==> src/bhlu_pkg.sv <==
package bhlu_pkg;

   // Instruction word fields, numbered from the least significant bit.
   localparam int TGT_MSB = 25;
   localparam int TGT_LSB = 21;
   localparam int BASE_MSB = 20;
   localparam int BASE_LSB = 16;
   localparam int IDX_MSB = 15;
   localparam int IDX_LSB = 11;
   localparam int DISP_MSB = 15;
   localparam int DISP_LSB = 0;
   localparam int XO_MSB = 10;
   localparam int XO_LSB = 1;
   localparam int OPC_MSB = 31;
   localparam int OPC_LSB = 26;
   localparam int RC_BIT = 0;

   // Primary opcodes of the displacement forms, and the one shared by the indexed forms.
   localparam logic [5:0] OPC_BYTE = 6'h22;
   localparam logic [5:0] OPC_BYTE_UPD = 6'h23;
   localparam logic [5:0] OPC_HALF_ALG = 6'h2a;
   localparam logic [5:0] OPC_HALF_ALG_UPD = 6'h2b;
   localparam logic [5:0] OPC_XFORM = 6'h1f;

   // Extended opcodes of the indexed forms.
   localparam logic [9:0] XO_BYTE_X = 10'h057;
   localparam logic [9:0] XO_BYTE_UX = 10'h077;
   localparam logic [9:0] XO_HALF_ALG_X = 10'h157;
   localparam logic [9:0] XO_HALF_ALG_UX = 10'h177;

   // Reset values.
   localparam logic [31:0] WORD_RST = 32'h0000_0000;
   localparam logic [4:0] REG_RST = 5'h00;

   typedef enum logic [1:0] {
      BHLU_IDLE,
      BHLU_WAIT,
      BHLU_DONE
   } bhlu_state_type;

endpackage : bhlu_pkg

==> src/bhlu_dec_if.sv <==
`timescale 1ns/1ps
`default_nettype none

// Decoded load request handed from the decoder to the sequencer.
interface bhlu_dec_if;
   logic valid;
   logic is_half;
   logic is_update;
   logic is_indexed;
   logic cr_undef;
   logic [4:0] tgt;
   logic [4:0] base;
   logic [4:0] idx;
   logic [31:0] disp;

   modport dec (output valid, is_half, is_update, is_indexed, cr_undef, tgt, base, idx, disp);
   modport seq (input valid, is_half, is_update, is_indexed, cr_undef, tgt, base, idx, disp);
endinterface : bhlu_dec_if

`default_nettype wire

==> src/bhlu_top.sv <==
// Summary of operation
// - Displacement sign-extended from 16 to 32 bits.
// - Base is zero when base field is zero.
// - Indexed form adds index register to base.
// - Byte load zero-extends into the target.
// - Halfword load sign-extends into the target.
// - Update forms write address into base register.
// - Set Rc bit leaves condition field undefined.
`timescale 1ns/1ps
`default_nettype none

module bhlu_top (
   // Clock, reset and enable
   input wire logic sys_clk_i,
   input wire logic rst_i,
   input wire logic ce_i,
   // Instruction issue
   input wire logic insn_valid_i,
   input wire logic [31:0] insn_i,
   output logic busy_o,
   // Register file read ports and values
   output logic [4:0] base_rd_addr_o,
   input wire logic [31:0] base_rd_data_i,
   output logic [4:0] idx_rd_addr_o,
   input wire logic [31:0] idx_rd_data_i,
   // Storage access path
   output logic mem_req_o,
   output logic [31:0] mem_addr_o,
   output logic mem_half_o,
   input wire logic mem_ack_i,
   input wire logic [15:0] mem_data_i,
   // Target register write
   output logic tgt_we_o,
   output logic [4:0] tgt_waddr_o,
   output logic [31:0] tgt_wdata_o,
   // Base register write for update forms
   output logic base_we_o,
   output logic [4:0] base_waddr_o,
   output logic [31:0] base_wdata_o,
   // Condition field zero may be clobbered
   output logic cond_undef_o
);

   typedef struct packed {
      bhlu_pkg::bhlu_state_type st;
      logic busy;
      logic [4:0] base_ra;
      logic [4:0] idx_ra;
      logic mem_req;
      logic [31:0] mem_addr;
      logic mem_half;
      logic is_update;
      logic is_indexed;
      logic [4:0] tgt;
      logic [4:0] base;
      logic cr_undef;
      logic tgt_we;
      logic [31:0] tgt_wdata;
      logic base_we;
      logic [31:0] base_wdata;
      logic cond_undef;
   } bhlu_regs_type;

   bhlu_regs_type state_r;
   bhlu_regs_type state_nxt;
   bhlu_dec_if dec ();

   // Address and data helpers used in several places.
   function automatic logic [31:0] bhlu_ea(input logic [4:0] base_f, input logic [31:0] base_v,
                                          input logic [31:0] offs);
      bhlu_ea = ((base_f == 5'h00) ? bhlu_pkg::WORD_RST : base_v) + offs;
   endfunction : bhlu_ea

   function automatic logic [31:0] bhlu_extend(input logic half, input logic [15:0] data);
      bhlu_extend = half ? {{16{data[15]}}, data} : {24'h00_0000, data[7:0]};
   endfunction : bhlu_extend

   bhlu_decode u_dec (
      .insn_i(insn_i),
      .insn_valid_i(insn_valid_i),
      .d(dec.dec)
   );

   // Indexed forms carry no displacement, so base plus index is formed in the first wait cycle.
   // Both read addresses are registered at issue, so the file answers from stable addresses.
   logic [31:0] idx_ea;
   assign idx_ea = bhlu_ea(state_r.base, base_rd_data_i, idx_rd_data_i);

   // Base and index are read one cycle after issue, giving the file a full cycle to answer.
   always_comb begin
      state_nxt = state_r;
      state_nxt.tgt_we = 1'b0;
      state_nxt.base_we = 1'b0;
      state_nxt.cond_undef = 1'b0;
      case (state_r.st)
         bhlu_pkg::BHLU_IDLE: begin
            if (dec.valid) begin
               state_nxt.st = bhlu_pkg::BHLU_WAIT;
               state_nxt.busy = 1'b1;
               state_nxt.base_ra = dec.base;
               state_nxt.idx_ra = dec.idx;
               state_nxt.mem_half = dec.is_half;
               state_nxt.is_update = dec.is_update;
               state_nxt.is_indexed = dec.is_indexed;
               state_nxt.tgt = dec.tgt;
               state_nxt.base = dec.base;
               state_nxt.cr_undef = dec.cr_undef;
               // Displacement kept in the address slot until the operands arrive.
               state_nxt.mem_addr = dec.disp;
               state_nxt.mem_req = 1'b0;
            end
         end
         bhlu_pkg::BHLU_WAIT: begin
            if (!state_r.mem_req) begin
               state_nxt.mem_addr = state_r.is_indexed ? idx_ea :
                  bhlu_ea(state_r.base, base_rd_data_i, state_r.mem_addr);
               state_nxt.mem_req = 1'b1;
            end else if (mem_ack_i) begin
               state_nxt.mem_req = 1'b0;
               state_nxt.st = bhlu_pkg::BHLU_DONE;
               state_nxt.tgt_we = 1'b1;
               state_nxt.tgt_wdata = bhlu_extend(state_r.mem_half, mem_data_i);
               state_nxt.base_we = state_r.is_update;
               state_nxt.base_wdata = state_r.mem_addr;
               state_nxt.cond_undef = state_r.cr_undef;
            end
         end
         bhlu_pkg::BHLU_DONE: begin
            state_nxt.st = bhlu_pkg::BHLU_IDLE;
            state_nxt.busy = 1'b0;
         end
         default: state_nxt.st = bhlu_pkg::BHLU_IDLE;
      endcase
   end

   // Register the whole state; a low enable freezes every field at once.
   always_ff @(posedge sys_clk_i) begin
      if (rst_i) begin
         state_r <= '0;
         state_r.st <= bhlu_pkg::BHLU_IDLE;
      end else if (ce_i) begin
         state_r <= state_nxt;
      end
   end

   assign busy_o = state_r.busy;
   assign base_rd_addr_o = state_r.base_ra;
   assign idx_rd_addr_o = state_r.idx_ra;
   assign mem_req_o = state_r.mem_req;
   assign mem_addr_o = state_r.mem_addr;
   assign mem_half_o = state_r.mem_half;
   assign tgt_we_o = state_r.tgt_we;
   assign tgt_waddr_o = state_r.tgt;
   assign tgt_wdata_o = state_r.tgt_wdata;
   assign base_we_o = state_r.base_we;
   assign base_waddr_o = state_r.base;
   assign base_wdata_o = state_r.base_wdata;
   assign cond_undef_o = state_r.cond_undef;

endmodule : bhlu_top

`default_nettype wire

==> src/bhlu_decode.sv <==
`timescale 1ns/1ps
`default_nettype none

// Combinational decoder of the four load forms for bytes and halfwords.
module bhlu_decode (
   // Instruction
   input wire logic [31:0] insn_i,
   input wire logic insn_valid_i,
   // Decoded request
   bhlu_dec_if.dec d
);

   logic [5:0] opc;
   logic [9:0] xo;
   logic is_x;

   assign opc = insn_i[bhlu_pkg::OPC_MSB:bhlu_pkg::OPC_LSB];
   assign xo = insn_i[bhlu_pkg::XO_MSB:bhlu_pkg::XO_LSB];
   assign is_x = (opc == bhlu_pkg::OPC_XFORM);

   // Recognise the opcode and classify the form.
   always_comb begin
      d.valid = 1'b0;
      d.is_half = 1'b0;
      d.is_update = 1'b0;
      d.is_indexed = is_x;
      if (insn_valid_i) begin
         case (opc)
            bhlu_pkg::OPC_BYTE: d.valid = 1'b1;
            bhlu_pkg::OPC_BYTE_UPD: begin
               d.valid = 1'b1;
               d.is_update = 1'b1;
            end
            bhlu_pkg::OPC_HALF_ALG: begin
               d.valid = 1'b1;
               d.is_half = 1'b1;
            end
            bhlu_pkg::OPC_HALF_ALG_UPD: begin
               d.valid = 1'b1;
               d.is_half = 1'b1;
               d.is_update = 1'b1;
            end
            bhlu_pkg::OPC_XFORM: begin
               d.valid = (xo == bhlu_pkg::XO_BYTE_X) || (xo == bhlu_pkg::XO_BYTE_UX)
                  || (xo == bhlu_pkg::XO_HALF_ALG_X) || (xo == bhlu_pkg::XO_HALF_ALG_UX);
               d.is_half = (xo == bhlu_pkg::XO_HALF_ALG_X) || (xo == bhlu_pkg::XO_HALF_ALG_UX);
               d.is_update = (xo == bhlu_pkg::XO_BYTE_UX) || (xo == bhlu_pkg::XO_HALF_ALG_UX);
            end
            default: d.valid = 1'b0;
         endcase
      end
   end

   // Register fields and the displacement.
   // Sign-extend displacement.
   assign d.disp = {{16{insn_i[bhlu_pkg::DISP_MSB]}}, insn_i[bhlu_pkg::DISP_MSB:bhlu_pkg::DISP_LSB]};
   assign d.tgt = insn_i[bhlu_pkg::TGT_MSB:bhlu_pkg::TGT_LSB];
   assign d.base = insn_i[bhlu_pkg::BASE_MSB:bhlu_pkg::BASE_LSB];
   assign d.idx = insn_i[bhlu_pkg::IDX_MSB:bhlu_pkg::IDX_LSB];
   assign d.cr_undef = is_x && insn_i[bhlu_pkg::RC_BIT];

endmodule : bhlu_decode

`default_nettype wire

==> config.mk <==
export PLATFORM = sky130hd
export DESIGN_NAME = bhlu_top
export DESIGN_NICKNAME = d
export VERILOG_FILES = /design/src/bhlu_pkg.sv /design/src/bhlu_dec_if.sv /design/src/bhlu_top.sv /design/src/bhlu_decode.sv
export SDC_FILE = /design/constraint.sdc
export NUM_CORES = 1
export LEC_CHECK = 0
export BUFFER_PORTS_ARGS = -buffer_cell sky130_fd_sc_hd__buf_4
export CAP_MARGIN = 5
export CORE_UTILIZATION = 45
export CTS_CLUSTER_DIAMETER = 40
export DETAILED_ROUTE_END_ITERATION = 10
export PLACE_DENSITY = 0.74
export SYNTH_ARGS = -nofsm -noshare
export SYNTH_HDL_FRONTEND = slang
export SYNTH_SLANG_ARGS = --single-unit
==> constraint.sdc <==
create_clock -name sys_clk_i -period 6.1 [get_ports sys_clk_i]
set_clock_uncertainty 0.2 [all_clocks]
set_input_delay 1.22 -clock sys_clk_i [delete_from_list [all_inputs] [get_ports sys_clk_i]]
set_output_delay 1.22 -clock sys_clk_i [all_outputs]
set_load 0.05 [all_outputs]
Word level (Yosys, flattened, before mapping)
Index checks and enable logic that the tools add are counted.

word-level totals
  flip-flop bits (word level) = 122
  input port bits = 117
  output and inout port bits = 122
  logic and storage cells = 73

cells by class
  muxes and demuxes = 21
  equal/unequal tests = 15
  add/sub/neg operators = 2
  reductions and logical operators = 19

operators with widths
  operator                                                                 count
  67-bit 2-to-1 mux                                                        3
  32-bit 2-to-1 mux                                                        4
  33-bit case mux with 2 select lines                                      1
  32-bit adder                                                             2
  60-bit 2-to-1 mux                                                        1
  6-bit equality test (second input constant)                              4
  10-bit by 7-bit equality test with 1-bit output (second input constant)  2
  10-bit by 9-bit equality test with 1-bit output (second input constant)  2
  4-bit AND reduction                                                      3
  3-bit AND reduction                                                      3
  2-bit != test (second input constant)                                    4
  1-bit case mux with 2 select lines                                       4
  6-bit by 5-bit equality test with 1-bit output (second input constant)   1
  5-bit logical NOT                                                        1
  1-bit logical OR                                                         5
  1-bit 2-to-1 mux                                                         5
  2-bit 2-to-1 mux                                                         2
  2-bit case mux with 2 select lines                                       1
  2-bit nonzero test                                                       2
  2-bit OR reduction                                                       2
  4-bit OR reduction                                                       1
  2-bit by 1-bit equality test with 1-bit output (second input constant)   1
  2-bit equality test (second input constant)                              1
  2-bit logical NOT                                                        1
  1-bit logical AND                                                        1

Depth between registers and ports, before layout
Gate-level depths: netlist (run 1).

  depth in word-level cells = 8
  gate-level depth with buffers = 15
  depth with buffers taken out = 14

Cells and area by module
From an unflattened synthesis (run 1), not the netlist that was laid out.

second synthesis, totals
  cell total of the unflattened synthesis = 997
  area total of the unflattened synthesis = 7709.9 sq um

by module, submodules not included
  module       cells an instance  instances  area an instance (sq um)  seq. area each (sq um)
  bhlu_top     934                1          7248.2                    2122.0
  bhlu_decode  63                 1          461.7                     0.0

Worst setup path after synthesis (run 1)
No wires, ideal clock.

  path type = input -> register
  start point = input idx_rd_data_i[0]
  end point = register state_r, in the netlist mem_addr_o[30]
  setup slack = 2.260 ns
  required time = 5.775 ns
  library setup time = 0.125 ns
  path buffers = 0
  data arrival time = 3.515 ns
  cell stages on the path = 12
  path through = mux2_2 ha_1 fa_1 a21o_2 a31oi_2 nor4_2 nor3_2 o31a_1 nor3_2 a211oi_2 xor2_1 a21oi_1

between the ends
  cells in the longest elaborated chain, start to end = 4

ends and longest elaborated chain
  item                                 RTL line         RTL
  start, declared                      bhlu_top.sv:25   input wire logic [31:0] idx_rd_data_i,
  32-bit adder                         bhlu_top.sv:71   bhlu_ea = ((base_f == 5'h00) ? bhlu_pkg::WORD_RST : base_v) + offs;
  32-bit 2-to-1 mux                    bhlu_top.sv:115  state_nxt.mem_addr = state_r.is_indexed ? idx_ea :
  32-bit 2-to-1 mux                    bhlu_top.sv:114  if (!state_r.mem_req) begin
  33-bit case mux with 2 select lines  bhlu_top.sv:95   case (state_r.st)
  end signal, assigned                 bhlu_top.sv:142  state_r <= state_nxt;
  end, declared                        bhlu_top.sv:64   bhlu_regs_type state_r;

Every way passes these cells. The select of a mux whose other input is x is not followed.
A chain may end at the register's enable or synchronous reset.

Final worst setup path (run 1)
  start point = register state_r, in the netlist base_waddr_o[0]
  end point = register state_r, in the netlist mem_addr_o[30]

between the ends
  cells in the longest elaborated chain, start to end = 6
  elaborated cells on any way between the ends = 7
  those cells by class = 2 x add/sub; 4 x mux; 1 x reduce/logical

ends and longest elaborated chain
  item                                   RTL line
  5-bit logical NOT *                    bhlu_top.sv:71
  32-bit 2-to-1 mux *                    bhlu_top.sv:71
  32-bit adder                           bhlu_top.sv:71
  32-bit 2-to-1 mux *                    bhlu_top.sv:115
  32-bit 2-to-1 mux *                    bhlu_top.sv:114
  33-bit case mux with 2 select lines *  bhlu_top.sv:95

Mark *: on every way between the ends. The rest lies on a longest branch, timed or not. The select of a mux whose other input is x is not followed.

==> metrics, run 1 <==
f_max=238 MHz; worst r2r src=base_waddr_o[0]; distinct cell type count of the synthesized netlist=72; drt first pass iters=5; vias in the first global route=5721; gate count after technology mapping=898; vias=6335; Clock Sinks=106; DRC violations left=0; CP arrival=4220 ps; Avg Cell Area, Syn=7.95 um2; I/O Buffers=238; Tmin final=4200 ps; CP Max Fanout=31; hpwl dp=15.1 mm; VDD IR max=0.128 mV; largest net degree at the start of global routing=99; Initial Utilization=0.466; post-synthesis instance area=7140 um2; chip width=128 um; Async SR Flop Fraction=0; Worst Setup SP=base_waddr_o[0]; Yosys top cell area share=0.297; critical path class=flop to flop; antenna-violating nets left=0; final setup TNS=0 ps; Power Density=180 nW/um2; Max Cap Viol=0; final net count=1132; CTS tree=done; max_slew headroom=0.220; number of synthesized flops with an enable pin=0; clock root buffer=clkbuf_16; number of cell rows=45; CP endpoint kind=flop; worst hold margin=254 ps; cell accounting for the most synthesized area=dfxtp_1; FF+latch count, synth=106; Main synth FF type=dfxtp_1; share of layout cells above drive strength 1=0.324; Pins Over Slew Limit=0; Worst-path clk slew=70 ps; Total GRT Usage=0.237; P&R area growth vs syn=18.3%; actual slew at the worst max-slew pin=1160 ps; Via density=5.28; initial antenna violation count=0; register area share after synthesis=0.297; H-tree levels=3; CTS resizes=0; Final Hold Fails=0; DIE AREA=16400 um2; Area contributors post-synth=dfxtp_1, buf_4, nand2_1, a21oi_1, ha_1; Top Ports=239; first-pass GRT wire length=30.4 mm; Worst Hold Class=flop to flop; DRT Wirelength=19.9 mm; gr ovfl total=0; CP Data Required Time=6120 ps; Tcrit/Tclk final=0.689; Placer Congestion=0.896; startpoint types=flop; ant diodes=0; Hold Startpoint=tgt_wdata_o[10]; status=finished clean; 1st-iter DRT viols=418; Post-CTS Hold Fix Bufs=0; setup violators final=0; CTS max path bufs=2; syn_nets=1047; Post-CTS Setup Repair Bufs=0; Skew-Pair Late Insertion Delay=340 ps; CTS Buf Count=9; WL per Instance=16.6 um; RSZ-0062 raised after global routing=no; Synth Warn #=0; Die H=128 um; CORE AREA=15300 um2; Leak=3.68 nW
[cells in the mapped netlist, types with 3 or more instances]
library cell    n
a211oi_1        6
a221oi_1       14
nand2b_1        5
nand4_1         5
nand3_1        21
dfxtp_1       106
mux2_2         30
clkbuf_1       41
xnor2_1        18
ha_1           31
buf_2           4
nor2b_1        34
nand2_1       149
a22oi_1         6
buf_4         118
a21o_1         15
o21bai_1        3
buf_6           4
a211oi_2        3
inv_1           5
o21ai_0        21
xor2_1         13
and3_1          3
nor2_1         50
a21oi_1       109
a311oi_1        3
nor3_1         24
a31oi_1         3
[critical path, stage by stage (launching register included)]
cell and delay (ps):
dfxtp_1 350, or4_1 610, nor2_2 140, buf_4 360
nor2b_1 90, ha_1 220, fa_1 400, a21o_2 260
a31oi_2 240, nor4_2 80, nor3_2 290, o31a_1 260
nor3_2 70, a211oi_2 250, xor2_1 180, a21oi_1 80
[layout make-up]
class | instances | area [um2]
Tap cell | 211 | 264
Clock inverter | 7 | 98.8
Timing Repair Buffer | 243 | 1820
Sequential cell | 106 | 2120
Inverter | 5 | 18.8
Clock buffer | 9 | 225
Fill cell | 1478 | 6870
Multi-Input combinational cell | 618 | 3890
[layer usage]
layer  global-route usage  vias up  routed length (um)
met2                0.392      265                9310
met1                0.304     2867                8660
met4               0.0990        0                 561
met5                    0        -                   0
met3               0.0430       40                1340
li1                     -     3163                   -
[worst paths after layout]
| path | depth (start not counted) | slack (ps) | endpoint |
|---|---|---|---|
| worst min-delay path | 2 | 250 | tgt_wdata_o[10] |
| worst max register to register | 15 | 1900 | mem_addr_o[30] |
| worst min register to register | 2 | 250 | tgt_wdata_o[10] |
| worst max-delay path | 15 | 1900 | mem_addr_o[30] |
[cell usage in the layout (no fill, tap or decap), drive strengths merged, types with 3 or more instances in the layout]
cell type    n
a31oi        4
a21o        17
nor2b       34
mux2        30
a311oi       5
ha          31
a221oi      16
xnor2       18
nor3        27
nor2        53
and3         4
nand4        5
nand2      149
a22oi        6
o211ai       3
clkbuf       9
inv          7
o21ai       23
xor2        13
nand3       22
a21oi      109
buf        243
dfxtp      106
nand2b       5
o21bai       3
a211oi       9
[per-stage QoR]
stage          cells  utilization  setup slack (ps)  power (W)  cell area (um2)
6_report        1199        0.551              1900    0.00152             8440
5_1_grt         1199        0.551              1690    0.00158             8440
4_1_cts         1199        0.551              1830    0.00153             8440
3_5_place_dp    1183        0.530              1860   0.000911             8120
3_3_place_gp    1183        0.530              1920   0.000911             8120
2_1_floorplan    898            -              2260   0.000829             7140
[flip-flops by register name, summed over array words and instances (netlist names), 5 cells and up]
register / count
tgt_waddr_o: 5
tgt_wdata_o: 16
mem_addr_o: 32
state_r: 5
idx_rd_addr_o: 5
base_wdata_o: 32
base_waddr_o: 5
[power breakdown]
group,total (W),internal (W),switching [W]
registers,0.000710,0.000699,0.0000116
logic,0.000187,0.0000875,0.0000991
clock network,0.000623,0.000363,0.000261
total,0.00152,0.00115,0.000371
[cells by family after synthesis]
| family | count (synthesis) | share of synthesized area |
|---|---|---|
| buffers and inverters | 174 | 0.159 |
| and+or+nand+nor | 312 | 0.205 |
| DFF | 106 | 0.297 |
| xor gates and xnor gates | 31 | 0.0381 |
| muxes | 32 | 0.0501 |
| AOI/OAI and AO/OA | 211 | 0.194 |
| adders and majority gates | 32 | 0.0572 |
Power figures use the tool's default switching activity.
==> run 2, diff against run 1 <==
--- a/config.mk
+++ b/config.mk
@@ -10,7 +10,7 @@
 export CORE_UTILIZATION = 45
 export CTS_CLUSTER_DIAMETER = 40
 export DETAILED_ROUTE_END_ITERATION = 10
-export PLACE_DENSITY = 0.74
+export PLACE_DENSITY = 0.76
 export SYNTH_ARGS = -nofsm -noshare
 export SYNTH_HDL_FRONTEND = slang
 export SYNTH_SLANG_ARGS = --single-unit
==> constraint.sdc (replaced) <==
create_clock -name sys_clk_i -period 3.7 [get_ports sys_clk_i]
set_clock_uncertainty 0.2 [all_clocks]
set_input_delay 0.74 -clock sys_clk_i [delete_from_list [all_inputs] [get_ports sys_clk_i]]
set_output_delay 0.74 -clock sys_clk_i [all_outputs]
set_load 0.05 [all_outputs]
==> metrics, run 2 (synthesis results as in run 1) <==
f_max=275 MHz; DRT Wirelength=20.8 mm; chip width=128 um; setup violators final=0; Tmin final=3640 ps; switching share of power=0.245; final core utilization=0.582; Worst Setup SP=base_waddr_o[2]; CP endpoint kind=flop; Final Cell Area=8920 um2; Leak=3.95 nW; CP Max Fanout=5; P&R area growth vs syn=25.0%; drt first pass iters=5; VDD IR max=0.200 mV; Top Ports=239; worst r2r src=base_waddr_o[2]; first-pass GRT wire length=30.8 mm; Worst-path clk slew=70 ps; vias=6608; Final Hold Fails=0; max_slew headroom=0.342; Pins Over Slew Limit=0; most frequent cells in the layout=buf_4, nand2_1, a21oi_1; vias in the first global route=6012; Skew-Pair Late Insertion Delay=350 ps; hpwl dp=15.8 mm; gr ovfl total=0; WL per Instance=16.8 um; sequential share of power=0.477; commonest non-fill, non-tap cell in the layout=buf_4; Die H=128 um; 1st-iter DRT viols=591; ant diodes=0; Tcrit/Tclk final=0.984; DRC violations left=0; status=finished clean; CTS Buf Count=9; H-tree levels=3; CTS tree=done; CP arrival=3670 ps; clock root buffer=clkbuf_16; area post-placement=8440 um2; logic gate share of total power=0.137; CTS max path bufs=2; Sw Pwr=0.000600 W; initial antenna violation count=0; total power=0.00245 W; dpl cells=1222; Final Non-Filler Cells=1241; Total GRT Usage=0.241; DIE AREA=16400 um2; Placer Congestion=0.905; number of cell rows=45; CP Data Required Time=3730 ps; Power Density=275 nW/um2; Via density=5.32; share of layout cells above drive strength 1=0.369; critical path class=flop to flop; Post-CTS Hold Fix Bufs=0; startpoint types=flop; Clock Sinks=106; actual slew at the worst max-slew pin=987 ps; Initial Utilization=0.466; RSZ-0062 raised after global routing=yes; antenna-violating nets left=0; CORE AREA=15300 um2; final net count=1175; Max Cap Viol=0; setup slack after placement=16.8 ps; I/O Buffers=238; Worst Slack Setup Final=60.8 ps; Hold Startpoint=state_r[67]; Worst Hold Class=flop to flop; largest net degree at the start of global routing=78; internal power=0.00185 W; part of the power in the clock network=0.386
==> run 2: changes by cell type in the layout (fill, tap and decap cells not counted), moves of 3 or more <==
cell	change
buf_4	+36
buf_6	+4
a21oi_1	-3
a21oi_2	+3
o21ai_0	-3
o21ai_1	+3
==> run 2: worst paths after layout <==
kind              cells after the start  slack, ps             end
setup / recovery                     16         60  mem_addr_o[28]
hold / removal                        2        250     state_r[67]
setup reg to reg                     16         60  mem_addr_o[28]
hold reg to reg                       2        250     state_r[67]
==> run 2: per-layer routing <==
layer | wire, um | GRT usage
met1 | 8550 | 0.303
met4 | 755 | 0.124
met5 | 0 | 0
met3 | 1550 | 0.0401
met2 | 9930 | 0.398
==> run 2: repair_timing <==
action,in CTS,in global routing
gates resized for setup,1,30
buffers inserted,0,4
hold endpoints to repair,0,0
gates cloned,0,1
setup endpoints to repair,2,17
pin swaps,1,38
==> run 2: layout make-up <==
class | count | area [um2]
Sequential cell | 106 | 2120
Clock buffer | 10 | 239
Fill cell | 1390 | 6390
Clock inverter | 5 | 55.1
Inverter | 5 | 18.8
Timing Repair Buffer | 286 | 2200
Tap cell | 211 | 264
Multi-Input combinational cell | 618 | 4020
==> run 2: metrics by stage <==
step / setup TNS (ps) / hold WS [ps]
global placement: 0 / 239
detailed placement: 0 / 245
floorplan: 0 / 232
finish: 0 / 254
CTS: 0 / 253
global route: -705 / 274
==> run 2: power by group through the flow <==
stage | clock network, W | registers (W) | logic (W)
3_5_place_dp | 0 | 0.00120 | 0.000324
4_1_cts | 0.000966 | 0.00117 | 0.000325
3_3_place_gp | 0 | 0.00120 | 0.000321
5_1_grt | 0.00101 | 0.00117 | 0.000357
6_report | 0.000947 | 0.00117 | 0.000336
2_1_floorplan | 0 | 0.00119 | 0.000179
==> run 2: worst max-delay path: stages (launching register included) <==
cell,delay (ps)
dfxtp_2,320
or4_4,550
nor2_4,120
buf_6,140
buf_4,120
nor2b_1,40
ha_1,350
a21o_2,190
a31oi_4,110
nor4_4,350
nor3_4,90
a211oi_4,300
buf_6,150
nand4_1,90
nand4b_1,130
xnor2_1,150
a21oi_1,90
==> run 3, diff against run 2 <==
--- a/config.mk
+++ b/config.mk
@@ -7,10 +7,12 @@
 export LEC_CHECK = 0
 export BUFFER_PORTS_ARGS = -buffer_cell sky130_fd_sc_hd__buf_4
 export CAP_MARGIN = 5
-export CORE_UTILIZATION = 45
+export CELL_PAD_IN_SITES_DETAIL_PLACEMENT = 1
+export CELL_PAD_IN_SITES_GLOBAL_PLACEMENT = 1
+export CORE_UTILIZATION = 33
 export CTS_CLUSTER_DIAMETER = 40
 export DETAILED_ROUTE_END_ITERATION = 10
-export PLACE_DENSITY = 0.76
+export PLACE_DENSITY = 0.78
 export SYNTH_ARGS = -nofsm -noshare
 export SYNTH_HDL_FRONTEND = slang
 export SYNTH_SLANG_ARGS = --single-unit
==> metrics, run 3 (synthesis results as in run 1) <==
setup slack after placement=-107 ps; Final Hold Fails=0; actual slew at the worst max-slew pin=998 ps; max_slew headroom=0.335; hpwl dp=18.6 mm; ant diodes=0; CP Max Fanout=15; gr ovfl total=0; logic gate share of total power=0.141; f_max=275 MHz; 1st-iter DRT viols=238; DIE AREA=22200 um2; Worst-path clk slew=70 ps; CTS Buf Count=9; Total GRT Usage=0.210; number of cell rows=53; vias=6662; CP Data Required Time=3740 ps; DRC violations left=0; internal power=0.00179 W; first-pass GRT wire length=36.2 mm; Worst Slack Setup Final=66.9 ps; RSZ-0062 raised after global routing=yes; startpoint types=flop; CTS max path bufs=2; CTS tree=done; switching share of power=0.262; part of the power in the clock network=0.377; Hold Crit Depth=2; critical path class=flop to flop; WL per Instance=18.2 um; VDD IR max=0.202 mV; Die H=149 um; final net count=1184; most frequent cells in the layout=buf_4, nand2_1, a21oi_1, dfxtp_1, nor2_1; status=finished clean; Clock Sinks=106; share of layout cells above drive strength 1=0.379; worst r2r src=base_waddr_o[0]; Max Cap Viol=0; CP max stage cell=or4_4; Sw Pwr=0.000637 W; Hold Startpoint=idx_rd_addr_o[1]; Worst Hold End=idx_rd_addr_o[1]; initial antenna violation count=0; Power Density=269 nW/um2; Tmin final=3630 ps; CP arrival=3670 ps; Post-CTS Hold Fix Bufs=0; chip width=149 um; P&R area growth vs syn=26.7%; drt first pass iters=4; Leak=3.94 nW; DRT Wirelength=24.0 mm; Worst Hold Class=flop to flop; Tcrit/Tclk final=0.982; I/O Buffers=238; vias in the first global route=6588; CP endpoint kind=flop; Via density=5.07; Top Ports=239; dpl cells=1291; reg2reg end=mem_addr_o[28]; Reg2Reg Setup Slack=70 ps; critical path's largest stage delay=570 ps; crit-path cells=or4_4 -> nor2_4 -> buf_12 -> nor2b_1 -> ha_1 -> a21o_2 -> a31oi_4 -> nor4_4 -> nor3_2 -> buf_4 -> a211oi_4 -> buf_4 -> nand4_1 -> nand4b_1 -> xnor2_1 -> a21oi_1; CORE AREA=21100 um2; setup violators final=0; Initial Utilization=0.338; Skew-Pair Late Insertion Delay=350 ps; largest net degree at the start of global routing=56; Pins Over Slew Limit=0; clock root buffer=clkbuf_16; antenna-violating nets left=0; H-tree levels=3; r2r worst-path depth=16; most used cell, CP=buf_4; commonest non-fill, non-tap cell in the layout=buf_4; sequential share of power=0.482; final core utilization=0.429; Placer Congestion=0.892; final setup TNS=0 ps; Final Non-Filler Cells=1315
-- run 3: cell types whose count changed in the layout (fill, tap and decap cells not counted), sizes merged --
cell	change
inv	+1
bufinv	-1
buf	+10
clkbuf	+1
clkinvlp	-1
-- run 3: cell type report --
type / count / area (um2)
Clock buffer: 12 / 246
Clock inverter: 4 / 26.3
Fill cell: 2584 / 12000
Inverter: 5 / 18.8
Multi-Input combinational cell: 618 / 4040
Sequential cell: 106 / 2120
Tap cell: 275 / 344
Timing Repair Buffer: 295 / 2240
-- run 3: stage by stage --
step / instance area (um2) / total power, W / hold slack, ps
finish: 9040 / 0.00243 / 254
global route: 9040 / 0.00252 / 278
CTS: 8850 / 0.00244 / 257
detailed placement: 8560 / 0.00153 / 248
global placement: 8560 / 0.00152 / 240
floorplan: 7140 / 0.00137 / 232
-- run 3: worst max-delay path by stage --
stage          cells after the start             from             end
2_1_floorplan                     14  base_waddr_o[0]  mem_addr_o[30]
3_3_place_gp                      15  base_waddr_o[0]  mem_addr_o[29]
3_5_place_dp                      15  base_waddr_o[0]  mem_addr_o[29]
4_1_cts                           15  base_waddr_o[0]  mem_addr_o[30]
5_1_grt                           16  base_waddr_o[0]  mem_addr_o[28]
6_report                          16  base_waddr_o[0]  mem_addr_o[28]
-- run 3: critical path, delay by kind of cell, from the launching register on --
family | cells | cell delay, ps
fa+ha+maj | 1 | 370
xor+xnor | 1 | 120
flops | 1 | 320
buf+inv | 3 | 470
compound gates | 4 | 650
simple gates | 7 | 1380
-- run 3: what timing repair did --
item	4_1_cts	5_1_grt
resized for setup	4	31
setup buffers	0	8
pin swaps	0	14
setup endpoints to repair	12	16
-- run 3: power by group through the flow --
stage	clock (W)	sequential, W	combinational [W]
2_1_floorplan	0	0.00119	0.000179
3_3_place_gp	0	0.00120	0.000327
3_5_place_dp	0	0.00120	0.000331
4_1_cts	0.000940	0.00117	0.000333
5_1_grt	0.000981	0.00117	0.000364
6_report	0.000917	0.00117	0.000342
-- run 3: metal layers --
metal  global-route usage  up-vias  wire, um  share of wire
met5                    0        -         0              0
met4               0.0699        0       596          0.025
met3               0.0199       37      1070          0.044
met2                0.359      195     11500           0.48
met1                0.276     3172     10800           0.45
li1                     -     3258         -              -
